==> config.mk <==
export PLATFORM = sky130hd
export DESIGN_NAME = countdown_timer
export DESIGN_NICKNAME = d
export VERILOG_FILES = /design/src/countdown_timer_pkg.sv /design/src/countdown_timer.sv /design/src/flag_bank.sv /design/src/tick_divider.sv
export SDC_FILE = /design/constraint.sdc
export NUM_CORES = 1
export LEC_CHECK = 0
export BUFFER_PORTS_ARGS = -buffer_cell sky130_fd_sc_hd__buf_2
export CAP_MARGIN = 20
export CORE_MARGIN = 3
export CORE_UTILIZATION = 25
export DETAILED_ROUTE_END_ITERATION = 12
export PLACE_DENSITY = 0.39
export SYNTH_ARGS = -nofsm -noshare
export SYNTH_HDL_FRONTEND = slang
export SYNTH_HIERARCHICAL = 1
export SYNTH_SLANG_ARGS = --single-unit
==> constraint.sdc <==
create_clock -name CLK -period 5.2 [get_ports CLK]
set_clock_uncertainty 0.2 [all_clocks]
set_input_delay 1.04 -clock CLK [delete_from_list [all_inputs] [get_ports CLK]]
set_output_delay 1.04 -clock CLK [all_outputs]
set_load 0.05 [all_outputs]
==> src/countdown_timer_pkg.sv <==
/*
  Shared constants of the periodic countdown timer: register indices,
  field positions, reset values and timing figures.
  Assumes a 200 MHz system clock and a word-aligned APB register map.
*/
package countdown_timer_pkg;
  // register indices, byte address is four times the index
  localparam logic [5:0] IDX_PRESET_LO  = 6'h0b;
  localparam logic [5:0] IDX_PRESET_HI  = 6'h0c;
  localparam logic [5:0] IDX_FLAGS      = 6'h0d;
  localparam logic [5:0] IDX_CTRL       = 6'h10;
  localparam logic [5:0] IDX_PW_ENTRY   = 6'h11;
  localparam logic [5:0] IDX_IRQ_STATUS = 6'h12;
  localparam logic [5:0] IDX_IRQ_MASK   = 6'h13;
  localparam logic [5:0] IDX_COUNT      = 6'h14;

  localparam int ADDR_W     = 8;
  localparam int DATA_W     = 32;
  localparam int PRESET_W   = 12;
  localparam int LO_W       = 8;
  localparam int HI_W       = 4;
  localparam int FLAG_W     = 8;
  localparam int CTRL_W     = 3;

  // field positions
  localparam int FLAG_EXPIRED = 4;
  localparam int CTRL_TE    = 0;
  localparam int CTRL_TSEL  = 1;
  localparam int CTRL_PROT  = 2;

  // reset values
  localparam logic [LO_W-1:0]     PRESET_LO_RST = 8'h00;
  localparam logic [HI_W-1:0]     PRESET_HI_RST = 4'h0;
  localparam logic [FLAG_W-1:0]   FLAGS_RST     = 8'h02;
  localparam logic [FLAG_W-1:0]   IRQ_RST       = 8'h00;
  localparam logic [CTRL_W-1:0]   CTRL_RST      = 3'h0;
  localparam logic [DATA_W-1:0]   PW_RST        = 32'h0000_0000;
  localparam logic [PRESET_W-1:0] COUNT_ONE     = 12'h001;
  localparam logic [PRESET_W-1:0] COUNT_ZERO    = 12'h000;

  // timing
  localparam int unsigned CLK_HZ  = 200_000_000;
  localparam int unsigned FAST_HZ = 4096;
  localparam int unsigned SLOW_HZ = 1;

  typedef enum logic {CD_IDLE, CD_RUN} cd_state_t;
endpackage

==> src/countdown_timer.sv <==
/*
  Periodic countdown timer with a 12-bit preset, status flags, interrupt
  status and mask, password write protection and an APB slave port.
  Assumes an APB master on CLK and single-cycle event pulses on FLAG_EVENTS.
*/
// Implementation choice: the APB interface to the registers.
// Operation
// RL1: low preset register holds preset bits 7:0, any value 00h to ffh
// RL2: high preset register holds preset bits 11:8 in its bits 3:0
// RL3: high preset bits 7:4 always read zero, writes there ignored
// RL4: at zero the counter reloads the stored preset by itself
// RL5: reload makes the timer interrupt once per period, repeatedly
// RL6: period equals preset divided by selected timer clock rate
// RL7: presets always readable; writes blocked while password protection active
// RL8: status flags set only by their events; software reads or clears
// RL9: expiry sets timer flag, kept until zero written; one keeps it
// RL10: preset reads return stored preset, never the running count
`timescale 1ns/1ps
module countdown_timer
  import countdown_timer_pkg::*;
#(
  parameter int unsigned        FAST_DIV = CLK_HZ / FAST_HZ,
  parameter int unsigned        SLOW_DIV = CLK_HZ / SLOW_HZ,
  parameter logic [DATA_W-1:0]  PASSWORD = 32'h5a5a_a5a5 // arbitrary value
) (
  input  wire logic              CLK,
  input  wire logic              RESETN,
  input  wire logic              PSEL,
  input  wire logic              PENABLE,
  input  wire logic              PWRITE,
  input  wire logic [ADDR_W-1:0] PADDR,
  input  wire logic [DATA_W-1:0] PWDATA,
  input  wire logic [FLAG_W-1:0] FLAG_EVENTS,
  output logic      [DATA_W-1:0] PRDATA,
  output logic                   PREADY,
  output logic                   PSLVERR,
  output logic                   IRQ
);
  function automatic logic [5:0] reg_index(input logic [ADDR_W-1:0] a);
    return a[ADDR_W-1:2];
  endfunction

  function automatic logic is_guarded(input logic [5:0] idx);
    return idx == IDX_PRESET_LO || idx == IDX_PRESET_HI || idx == IDX_FLAGS ||
           idx == IDX_CTRL;
  endfunction

  // reset release
  logic rst_meta;
  logic rst_n;

  always_ff @(posedge CLK or negedge RESETN) begin
    if (!RESETN) begin
      rst_meta <= 1'b0;
      rst_n    <= 1'b0;
    end else begin
      rst_meta <= 1'b1;
      rst_n    <= rst_meta;
    end
  end

  // register state
  logic [LO_W-1:0]     preset_lo;
  logic [HI_W-1:0]     preset_hi;
  logic [CTRL_W-1:0]   ctrl;
  logic [DATA_W-1:0]   pw_entry;
  logic [FLAG_W-1:0]   irq_mask;
  logic [LO_W-1:0]     next_preset_lo;
  logic [HI_W-1:0]     next_preset_hi;
  logic [CTRL_W-1:0]   next_ctrl;
  logic [DATA_W-1:0]   next_pw_entry;
  logic [FLAG_W-1:0]   next_irq_mask;
  logic [FLAG_W-1:0]   flags;
  logic [FLAG_W-1:0]   irq_status;
  logic [PRESET_W-1:0] count;
  logic [5:0]          idx;
  logic                locked;
  logic                wr_en;
  logic                wr_ok;
  logic                flags_wr;
  logic                irq_wr;

  assign idx      = reg_index(PADDR);
  assign locked   = ctrl[CTRL_PROT] && (pw_entry != PASSWORD);
  assign wr_en    = PSEL && PENABLE && PWRITE && PREADY;
  assign wr_ok    = wr_en && !(locked && is_guarded(idx)); // RL7
  assign flags_wr = wr_ok && idx == IDX_FLAGS;
  assign irq_wr   = wr_en && idx == IDX_IRQ_STATUS;

  always_comb begin
    next_preset_lo = preset_lo;
    next_preset_hi = preset_hi;
    next_ctrl      = ctrl;
    next_pw_entry  = pw_entry;
    next_irq_mask  = irq_mask;
    if (wr_ok) begin
      case (idx)
        IDX_PRESET_LO: next_preset_lo = PWDATA[LO_W-1:0]; // RL1
        IDX_PRESET_HI: next_preset_hi = PWDATA[HI_W-1:0]; // RL2 RL3
        IDX_CTRL:      next_ctrl      = PWDATA[CTRL_W-1:0];
        IDX_PW_ENTRY:  next_pw_entry  = PWDATA;
        IDX_IRQ_MASK:  next_irq_mask  = PWDATA[FLAG_W-1:0];
        default:       next_ctrl      = ctrl;
      endcase
    end
  end

  always_ff @(posedge CLK or negedge rst_n) begin
    if (!rst_n) begin
      preset_lo <= PRESET_LO_RST;
      preset_hi <= PRESET_HI_RST;
      ctrl      <= CTRL_RST;
      pw_entry  <= PW_RST;
      irq_mask  <= IRQ_RST;
    end else begin
      preset_lo <= next_preset_lo;
      preset_hi <= next_preset_hi;
      ctrl      <= next_ctrl;
      pw_entry  <= next_pw_entry;
      irq_mask  <= next_irq_mask;
    end
  end

  // timer clock selection
  logic fast_tick;
  logic slow_tick;
  logic tick;

  tick_divider #(.DIV(FAST_DIV)) u_fast_div (
    .clk   (CLK),
    .rst_n (rst_n),
    .run   (ctrl[CTRL_TE]),
    .tick  (fast_tick)
  );

  tick_divider #(.DIV(SLOW_DIV)) u_slow_div (
    .clk   (CLK),
    .rst_n (rst_n),
    .run   (ctrl[CTRL_TE]),
    .tick  (slow_tick)
  );

  assign tick = ctrl[CTRL_TSEL] ? slow_tick : fast_tick; // RL6

  // countdown
  cd_state_t           state;
  cd_state_t           next_state;
  logic [PRESET_W-1:0] next_count;
  logic [PRESET_W-1:0] preset;
  logic                expire;
  logic                next_expire;

  assign preset = {preset_hi, preset_lo};

  always_comb begin
    next_state  = state;
    next_count  = count;
    next_expire = 1'b0;
    case (state)
      CD_IDLE: begin
        if (ctrl[CTRL_TE]) begin
          next_state = CD_RUN;
          next_count = preset;
        end
      end
      CD_RUN: begin
        if (!ctrl[CTRL_TE]) begin
          next_state = CD_IDLE;
        end else if (tick) begin
          if (count <= COUNT_ONE) begin
            next_count  = preset; // RL4
            next_expire = (count == COUNT_ONE); // RL5 RL6
          end else begin
            next_count = count - COUNT_ONE; // RL6
          end
        end
      end
      default: next_state = CD_IDLE;
    endcase
  end

  always_ff @(posedge CLK or negedge rst_n) begin
    if (!rst_n) begin
      state  <= CD_IDLE;
      count  <= COUNT_ZERO;
      expire <= 1'b0;
    end else begin
      state  <= next_state;
      count  <= next_count;
      expire <= next_expire;
    end
  end

  // flags and interrupts
  logic [FLAG_W-1:0] events;

  always_comb begin
    events          = FLAG_EVENTS;
    events[FLAG_EXPIRED] = FLAG_EVENTS[FLAG_EXPIRED] | expire; // RL9
  end

  flag_bank #(.W(FLAG_W), .RST(FLAGS_RST), .CLR_ON_ONE(1'b0)) u_flags ( // RL8 RL9
    .clk   (CLK),
    .rst_n (rst_n),
    .set   (events),
    .wr    (flags_wr),
    .wdata (PWDATA[FLAG_W-1:0]),
    .flags (flags)
  );

  flag_bank #(.W(FLAG_W), .RST(IRQ_RST), .CLR_ON_ONE(1'b1)) u_irq (
    .clk   (CLK),
    .rst_n (rst_n),
    .set   (events),
    .wr    (irq_wr),
    .wdata (PWDATA[FLAG_W-1:0]),
    .flags (irq_status)
  );

  // apb answer, data registered in the setup cycle
  logic [DATA_W-1:0] next_prdata;
  logic              next_pready;
  logic              next_pslverr;
  logic              next_irq;
  logic              setup;

  assign setup = PSEL && !PENABLE;

  always_comb begin
    next_prdata  = '0;
    next_pslverr = 1'b0;
    next_pready  = setup;
    next_irq     = |(irq_status & irq_mask);
    if (setup) begin
      case (idx)
        IDX_PRESET_LO:  next_prdata[LO_W-1:0]   = preset_lo; // RL10
        IDX_PRESET_HI:  next_prdata[HI_W-1:0]   = preset_hi; // RL3 RL10
        IDX_FLAGS:      next_prdata[FLAG_W-1:0] = flags;
        IDX_CTRL:       next_prdata[CTRL_W-1:0] = ctrl;
        IDX_PW_ENTRY:   next_prdata             = '0;
        IDX_IRQ_STATUS: next_prdata[FLAG_W-1:0] = irq_status;
        IDX_IRQ_MASK:   next_prdata[FLAG_W-1:0] = irq_mask;
        IDX_COUNT: begin
          next_prdata[PRESET_W-1:0] = count;
          next_pslverr              = PWRITE;
        end
        default:        next_pslverr = 1'b1;
      endcase
      if (PWRITE && locked && is_guarded(idx)) begin
        next_pslverr = 1'b1; // RL7
      end
    end
  end

  always_ff @(posedge CLK or negedge rst_n) begin
    if (!rst_n) begin
      PRDATA  <= '0;
      PREADY  <= 1'b0;
      PSLVERR <= 1'b0;
      IRQ     <= 1'b0;
    end else begin
      PRDATA  <= next_prdata;
      PREADY  <= next_pready;
      PSLVERR <= next_pslverr;
      IRQ     <= next_irq;
    end
  end

  // checks
  a_low_write: assert property (@(posedge CLK) disable iff (!rst_n) // RL1
    wr_en && !locked && idx == IDX_PRESET_LO |=> preset_lo == $past(PWDATA[LO_W-1:0]))
    else $error("low preset not stored");

  a_high_write: assert property (@(posedge CLK) disable iff (!rst_n) // RL2
    wr_en && !locked && idx == IDX_PRESET_HI |=> preset_hi == $past(PWDATA[HI_W-1:0]))
    else $error("high preset not stored");

  a_high_upper_zero: assert property (@(posedge CLK) disable iff (!rst_n) // RL3
    setup && idx == IDX_PRESET_HI |=> PREADY && PRDATA[DATA_W-1:HI_W] == '0)
    else $error("high preset upper bits not zero");

  a_reload_at_zero: assert property (@(posedge CLK) disable iff (!rst_n) // RL4
    state == CD_RUN && ctrl[CTRL_TE] && tick && count == COUNT_ONE
    |=> count == $past(preset) && expire)
    else $error("preset not reloaded at expiry");

  a_repeat_expiry: assert property (@(posedge CLK) disable iff (!rst_n) // RL5
    expire |-> state == CD_RUN && count == $past(preset))
    else $error("countdown did not restart after expiry");

  a_locked_hold: assert property (@(posedge CLK) disable iff (!rst_n) // RL7
    wr_en && locked && is_guarded(idx) |=> $stable(preset_lo) && $stable(preset_hi))
    else $error("write passed password protection");

  a_no_sw_set: assert property (@(posedge CLK) disable iff (!rst_n) // RL8
    !flags[FLAG_EXPIRED] && !expire && !FLAG_EVENTS[FLAG_EXPIRED] |=> !flags[FLAG_EXPIRED])
    else $error("timer flag set without event");

  a_flag_sticky: assert property (@(posedge CLK) disable iff (!rst_n) // RL9
    expire |=> flags[FLAG_EXPIRED] ##1 (flags[FLAG_EXPIRED] || $past(flags_wr)))
    else $error("timer flag not set or lost");

  a_read_preset: assert property (@(posedge CLK) disable iff (!rst_n) // RL10
    setup && idx == IDX_PRESET_LO |=> PRDATA[LO_W-1:0] == $past(preset_lo))
    else $error("preset read not the stored value");

  a_high_read: assert property (@(posedge CLK) disable iff (!rst_n) // RL10
    setup && idx == IDX_PRESET_HI |=> PRDATA[HI_W-1:0] == $past(preset_hi))
    else $error("high preset read not the stored value");

  a_expire_cause: assert property (@(posedge CLK) disable iff (!rst_n) // RL5
    expire |-> $past(tick) && $past(count) == COUNT_ONE)
    else $error("expiry without a completed period");

  a_preset_load: assert property (@(posedge CLK) disable iff (!rst_n) // RL6
    state == CD_IDLE && ctrl[CTRL_TE] |=> state == CD_RUN && count == $past(preset))
    else $error("preset not loaded at enable");

  a_count_step: assert property (@(posedge CLK) disable iff (!rst_n) // RL6
    state == CD_RUN && ctrl[CTRL_TE] && tick && count > COUNT_ONE
    |=> count == $past(count) - COUNT_ONE)
    else $error("count did not step down on tick");

  a_count_hold: assert property (@(posedge CLK) disable iff (!rst_n) // RL6
    state == CD_RUN && ctrl[CTRL_TE] && !tick |=> $stable(count))
    else $error("count moved without a tick");

  a_locked_error: assert property (@(posedge CLK) disable iff (!rst_n) // RL7
    setup && PWRITE && locked && is_guarded(idx) |=> PREADY && PSLVERR)
    else $error("blocked write not flagged");

  a_read_allowed: assert property (@(posedge CLK) disable iff (!rst_n) // RL7
    setup && !PWRITE && is_guarded(idx) |=> PREADY && !PSLVERR)
    else $error("read of a protected register refused");

  a_no_event_rise: assert property (@(posedge CLK) disable iff (!rst_n) // RL8
    events == '0 |=> (flags & ~$past(flags)) == '0)
    else $error("status flag set without event");

  a_flag_clear_zero: assert property (@(posedge CLK) disable iff (!rst_n) // RL9
    flags_wr && !PWDATA[FLAG_EXPIRED] && !events[FLAG_EXPIRED] |=> !flags[FLAG_EXPIRED])
    else $error("timer flag not cleared by zero");

  a_flag_keep_one: assert property (@(posedge CLK) disable iff (!rst_n) // RL9
    flags_wr && PWDATA[FLAG_EXPIRED] && flags[FLAG_EXPIRED] |=> flags[FLAG_EXPIRED])
    else $error("timer flag lost on writing one");
endmodule // countdown_timer

==> src/flag_bank.sv <==
/*
  Bank of sticky flags set by hardware events and cleared by software.
  Assumes set pulses come from event logic; a set always beats a clear.
*/
`timescale 1ns/1ps
module flag_bank #(
  parameter int         W          = 8,
  parameter logic [W-1:0] RST      = '0,
  parameter bit         CLR_ON_ONE = 1'b1
) (
  input  wire logic         clk,
  input  wire logic         rst_n,
  input  wire logic [W-1:0] set,
  input  wire logic         wr,
  input  wire logic [W-1:0] wdata,
  output logic      [W-1:0] flags
);
  logic [W-1:0] clr;
  logic [W-1:0] next_flags;

  always_comb begin
    clr = '0;
    if (wr) begin
      clr = CLR_ON_ONE ? wdata : ~wdata;
    end
    next_flags = (flags & ~clr) | set;
  end

  always_ff @(posedge clk or negedge rst_n) begin
    if (!rst_n) begin
      flags <= RST;
    end else begin
      flags <= next_flags;
    end
  end
endmodule // flag_bank

==> src/tick_divider.sv <==
/*
  Divider that turns the system clock into a one-cycle timer tick enable.
  Assumes DIV is at least 1; the tick repeats every DIV cycles while run.
*/
`timescale 1ns/1ps
module tick_divider #(
  parameter int unsigned DIV = 2
) (
  input  wire logic clk,
  input  wire logic rst_n,
  input  wire logic run,
  output logic      tick
);
  logic [31:0] count;
  logic [31:0] next_count;
  logic        next_tick;

  always_comb begin
    next_count = count;
    next_tick  = 1'b0;
    if (!run) begin
      next_count = 32'h0000_0000;
    end else if (count >= DIV - 1) begin
      next_count = 32'h0000_0000;
      next_tick  = 1'b1;
    end else begin
      next_count = count + 32'h0000_0001;
    end
  end

  always_ff @(posedge clk or negedge rst_n) begin
    if (!rst_n) begin
      count <= 32'h0000_0000;
      tick  <= 1'b0;
    end else begin
      count <= next_count;
      tick  <= next_tick;
    end
  end
endmodule // tick_divider
==> reports/summary.txt, run 1 <==
Synth-to-Final Area Change - 18.1%
TritonRoute pass-1 iters - 5
initial antenna violation count - 1
GR Util All Layers - 0.121
dpl cells - 1167
Std-Cell Rows - 63
residual DRC count - 0
vias - 5493
GPL Wtd Cong - 0.740
clock latency at the later pin of the worst-skew pair - 0.42 ns
CTS tree - yes
non-filler cells, final - 1200
CP Buf/Inv Count - 2
Reg-to-Reg End - irq_mask[6]
final setup vio count - 0
ANT cells - 0
Max IR drop VDD - 0.000208 V
Die Area - 33200 um^2
grt ovf - 0
Post-Syn Area - 7760 um^2
worst hold path cell count - 0
Reg2Reg Depth - 5
Hold Violations, Final - 0
postcts setup bufs - 0
Worst Hold Launch - rst_meta
vias per inst - 4.58
Startpoint Class - input pin
CP Capture Type - flip-flop
crit-path leading delay family - simple AND/OR/NAND/NOR gates
outcome - completed
cts hold-fix bufs - 0
crit path max fanout - 32
die width - 182 um
layout cell share with drive strength beyond 1 - 0.196
period utilisation layout - 0.642
Synth Flop Type - dfrtp_1
Synth async-reset ratio - 1.00
RSZ-0062 raised after global routing - false
Post-synth EDFFs - 0
DRT Wirelength - 19700 um
largest net degree at the start of global routing - 109
clock-pin slew on the worst setup and hold paths - 0.07 ns
overall power - 2930 uW
synth warn - 6
number of global-route vias before repair - 5599
CTS Sinks - 168
post-synthesis cell type count - 69
CTS HTree Levels - 4
P per Cell Area - 320 nW/um^2
Max Transition Viols Final - 0
critical path, cell by cell - buf_2 -> or4b_1 -> a21oi_1 -> o221ai_1 -> nand3_1 -> buf_4 -> mux2_2
commonest cells after routing, fill and taps aside - dfrtp_1, buf_2, nand2_1
first-pass GRT wire length - 31800 um
Reg2Reg Launch Point - pw_entry[4]
Hold WC Path Type - flip-flop to flip-flop
TNS Setup - 0 ns
headroom to the max-slew limit - 0.270
WL/cell - 16.4 um
Slowest-stage cell, CP - or4b_1
Clock Path Buffers - 2
Max Fclk - 0.299 GHz
WS Path Type - input pin to flip-flop
Least-Margin Pin Slew - 1.09 ns
Core ar. - 30100 um^2
worst reg-to-reg setup slack - 2.22 ns
sequential area share after synthesis - 0.542
antenna-violating nets left - 0
Die Ht - 182 um
initial DRC count - 365
Static Leak - 0.00380 uW
Hold EP - rst_n
# IOs - 88
Post-CTS Resized - 0
Gate Count Post-Synth - 710
Initial Utilization - 0.258
worst endpoint required time - 5.31 ns
syn_area_per_cell - 10.9 um^2
Max Cap Violations - 0
Num CTS Buffers - 17
CTS root buf - clkbuf_16
critical path arrival - 3.45 ns
crit-path max cell delay - 0.57 ns
nets - 854
Seq cells post-synth - 168
port bufs - 65
most common cell after layout, fill and taps aside - dfrtp_1
DP HPWL - 13800 um
minimum clock period - 3.34 ns
==> state kept, by name (all words and copies together) (netlist names), 8 cells and up <==
name / count
PRDATA: 12
u_slow_div/count: 32
u_irq/flags: 8
preset_lo: 8
u_flags/flags: 8
u_fast_div/count: 32
irq_mask: 8
count: 12
pw_entry: 32
==> report_power, final <==
| part | leakage [uW] | total [uW] | internal (uW) | switching [uW] |
|---|---|---|---|---|
| registers | 0.00219 | 1390 | 1340 | 50.8 |
| logic | 0.00131 | 183 | 54.3 | 129 |
| clock network | 0.000304 | 1360 | 802 | 553 |
==> final cells by class <==
| cell class | count | area [um^2] |
|---|---|---|
| Timing Repair Buffer | 73 | 398 |
| Fill cell | 3191 | 20900 |
| Inverter | 14 | 52.6 |
| Clock inverter | 12 | 163 |
| Multi-Input combinational cell | 523 | 3390 |
| Clock buffer | 20 | 467 |
| Sequential cell | 168 | 4210 |
| Tap cell | 390 | 488 |
==> cells by family after synthesis <==
family	synth area share
multiplexers	0.0465
flip-flops	0.542
adder cells (fa/ha/maj)	0.00645
AND/OR/NAND/NOR	0.191
buffers and inverters	0.0407
XOR/XNOR	0.0418
AO/OA/AOI/OAI	0.129
other	0.00194
==> per-stage QoR <==
stage | utilization | hold WS, ns | setup WS (ns) | instance area, um^2
final | 0.304 | 0.149 | 1.86 | 9160
after global routing | 0.304 | 0.155 | 1.70 | 9160
after CTS | 0.304 | 0.153 | 1.86 | 9160
after detailed placement | 0.283 | 0.137 | 1.42 | 8530
after global placement | 0.283 | 0.134 | 1.39 | 8530
after floorplan | - | 0.131 | 2.19 | 7900
==> routing by layer <==
metal / global-route usage / up-vias / wire length [um]
met4: 0.0363 / 2 / 280
met3: 0.0253 / 23 / 642
met1: 0.171 / 2706 / 9720
met2: 0.188 / 82 / 9040
met5: 0 / - / 13
li1: - / 2680 / -
==> Yosys cell counts, types with 3 or more instances <==
master     instances  share of area
buf_4             21          0.020
nor2b_1            3         0.0024
nor2_1            55          0.027
ha_1               4         0.0065
a221oi_1           5         0.0056
buf_6              3         0.0044
o2bb2ai_1         24          0.027
o211ai_1           4         0.0039
nor3_1            13         0.0084
clkbuf_1          14         0.0068
nor2_2             9         0.0073
nor4_1            12         0.0097
a222oi_1           3         0.0039
buf_2              3         0.0019
nor4bb_1           8          0.010
xnor2_1           21          0.024
a211oi_1           4         0.0039
or4_1              3         0.0029
conb_1             4         0.0019
o21ai_0           39          0.025
a21oi_1           23          0.015
a21o_1            17          0.016
nand3b_1           4         0.0039
and3_1            12         0.0097
mux2i_1            9          0.012
xor2_1            16          0.018
nand4_1           17          0.014
inv_1             14         0.0068
nand2_1           56          0.027
dfrtp_1          167           0.54
a22oi_1           10         0.0097
mux2_2            24          0.035
nand2b_1          12         0.0097
nand3_1           30          0.019
or3_1              6         0.0048
==> how the worst max path moves through the flow <==
stage	start	endpoint	slack [ns]	cells after the start
final	PADDR[2]	pw_entry[25]	1.86	7
after global routing	PADDR[2]	irq_mask[7]	1.70	6
after CTS	PADDR[2]	pw_entry[30]	1.86	7
after detailed placement	PADDR[2]	pw_entry[30]	1.42	7
after global placement	PADDR[2]	pw_entry[30]	1.39	7
after floorplan	PADDR[4]	pw_entry[10]	2.19	7
Power figures use the tool's default switching activity.
==> run 2: changes to the inputs <==
--- a/config.mk
+++ b/config.mk
@@ -10,7 +10,7 @@
 export CORE_MARGIN = 3
 export CORE_UTILIZATION = 25
 export DETAILED_ROUTE_END_ITERATION = 12
-export PLACE_DENSITY = 0.39
+export PLACE_DENSITY = 0.38
 export SYNTH_ARGS = -nofsm -noshare
 export SYNTH_HDL_FRONTEND = slang
 export SYNTH_HIERARCHICAL = 1
==> constraint.sdc (replaced) <==
create_clock -name CLK -period 3.5 [get_ports CLK]
set_clock_uncertainty 0.2 [all_clocks]
set_input_delay 0.7 -clock CLK [delete_from_list [all_inputs] [get_ports CLK]]
set_output_delay 0.7 -clock CLK [all_outputs]
set_load 0.05 [all_outputs]
==> reports/summary.txt, run 2 (synthesized netlist as in run 1, its figures left out) <==
Slowest-stage cell, CP - or4_4 (was or4b_1)
Die Ht - 182 um (unchanged)
crit path max fanout - 6 (was 32)
Place WS - 0.598 ns (was 1.42 ns)
clock latency at the later pin of the worst-skew pair - 0.43 ns (was 0.42 ns)
grt ovf - 0 (unchanged)
CTS tree - yes (unchanged)
critical path arrival - 2.76 ns (was 3.45 ns)
Hold WC Path Type - flip-flop to flip-flop (unchanged)
Die Area - 33200 um^2 (unchanged)
critical path, cell by cell - or4_4 -> or3_1 -> or3_1 -> or4_1 -> o211ai_1 (was buf_2 -> or4b_1 -> a21oi_1 -> o221ai_1 -> nand3_1 -> buf_4 -> mux2_2)
Least-Margin Pin Slew - 0.748 ns (was 1.09 ns)
RSZ-0062 raised after global routing - false (unchanged)
DP HPWL - 14200 um (was 13800 um)
Final WS setup - 0.885 ns (was 1.86 ns)
CTS root buf - clkbuf_16 (unchanged)
headroom to the max-slew limit - 0.501 (was 0.270)
crit-path leading delay family - simple AND/OR/NAND/NOR gates (unchanged)
Core ar. - 30100 um^2 (unchanged)
first-pass GRT wire length - 32700 um (was 31800 um)
Num CTS Buffers - 17 (unchanged)
WL/cell - 16.5 um (was 16.4 um)
CP Capture Type - flip-flop (unchanged)
WS Path Type - flip-flop to flip-flop (was input pin to flip-flop)
Max IR drop VDD - 0.000317 V (was 0.000208 V)
initial antenna violation count - 2 (was 1)
largest net degree at the start of global routing - 61 (was 109)
Clock Path Buffers - 2 (unchanged)
Startpoint Class - flip-flop (was input pin)
# IOs - 88 (unchanged)
CTS Sinks - 168 (unchanged)
outcome - completed (unchanged)
Static Leak - 0.00381 uW (was 0.00380 uW)
worst reg-to-reg setup slack - 0.89 ns (was 2.22 ns)
crit-path max cell delay - 0.59 ns (was 0.57 ns)
clock-pin slew on the worst setup and hold paths - 0.07 ns (about the same)
die width - 182 um (unchanged)
Max Fclk - 0.382 GHz
CP Buf/Inv Count - 0 (was 2)
Max Cap Violations - 0 (unchanged)
GR Util All Layers - 0.124 (was 0.121)
vias per inst - 4.62 (was 4.58)
TNS Setup - 0 ns (unchanged)
most common cell after layout, fill and taps aside - dfrtp_1 (unchanged)
Initial Utilization - 0.258 (unchanged)
postcts setup bufs - 0 (unchanged)
Post-CTS Resized - 0 (unchanged)
minimum clock period - 2.61 ns
ANT cells - 0 (unchanged)
CTS HTree Levels - 4 (unchanged)
Largest regs - pw_entry (32), u_fast_div/count (32), u_slow_div/count (32) (unchanged)
Reg2Reg Depth - 5 (unchanged)
fill count - 3171 (was 3191)
DRT Wirelength - 20000 um (was 19700 um)
Max Transition Viols Final - 0 (unchanged)
antenna-violating nets left - 0 (unchanged)
CP most frequent cell - or3_1
initial DRC count - 385 (was 365)
Std-Cell Rows - 63 (unchanged)
commonest cells after routing, fill and taps aside - dfrtp_1, buf_2, nand2_1 (unchanged)
nets - 862 (was 854)
final setup vio count - 0 (unchanged)
number of global-route vias before repair - 5757 (was 5599)
vias - 5575 (was 5493)
layout cell share with drive strength beyond 1 - 0.203 (was 0.196)
GPL Wtd Cong - 0.728 (was 0.740)
worst endpoint required time - 3.65 ns (was 5.31 ns)
P per Cell Area - 454 nW/um^2 (was 320 nW/um^2)
Synth-to-Final Area Change - 18.5% (was 18.1%)
port bufs - 65 (unchanged)
period utilisation layout - 0.747
TritonRoute pass-1 iters - 5 (unchanged)
Hold Violations, Final - 0 (unchanged)
worst hold path cell count - 0 (unchanged)
residual DRC count - 0 (unchanged)
WP depth - 5 (was 7)
run 2: timing repair:
item	4_1_cts	5_1_grt
hold buffers	1	0
endpoints found under the setup margin	0	0
hold endpoints to repair	2	0
run 2: report_power, final:
group          switching [uW]  internal, uW
Clock                     870           960
Sequential               73.5          1990
Combinational             193          85.4
run 2: metal layers:
metal	GRT usage	routed length (um)	up-vias	part of all wire
met5	0	34	-	0.0017
met3	0.0291	663	19	0.033
met4	0.0326	287	4	0.014
met1	0.180	9870	2769	0.49
li1	-	-	2697	-
met2	0.185	9140	86	0.46
run 2: area by class of cell:
class | instances | area (um^2) | share of cell area
Sequential cell | 168 | 4210 | 0.458
Multi-Input combinational cell | 523 | 3390 | 0.368
Tap cell | 390 | 488 | 0.0531
Timing Repair Buffer | 81 | 485 | 0.0528
Clock buffer | 18 | 439 | 0.0478
Clock inverter | 14 | 130 | 0.0142
Inverter | 14 | 52.6 | 0.00572
run 2: final timing paths:
path,start,to
min in group asynchronous,rst_n,u_slow_div/count[31]
min,rst_meta,rst_n
max reg2reg,count[5],count[9]
max in group asynchronous,rst_n,u_flags/flags[1]
max,count[5],count[9]
min reg2reg,rst_meta,rst_n
run 2: through the flow:
step / area [um^2] / std cells / util / total power [uW] / hold slack, ns
2_1_floorplan: 7900 / 747 / - / 2280 / 0.131
3_3_place_gp: 8610 / 1175 / 0.286 / 2390 / 0.136
3_5_place_dp: 8610 / 1175 / 0.286 / 2390 / 0.136
4_1_cts: 9190 / 1208 / 0.305 / 4270 / 0.152
5_1_grt: 9190 / 1208 / 0.305 / 4380 / 0.158
6_report: 9190 / 1208 / 0.305 / 4180 / 0.150
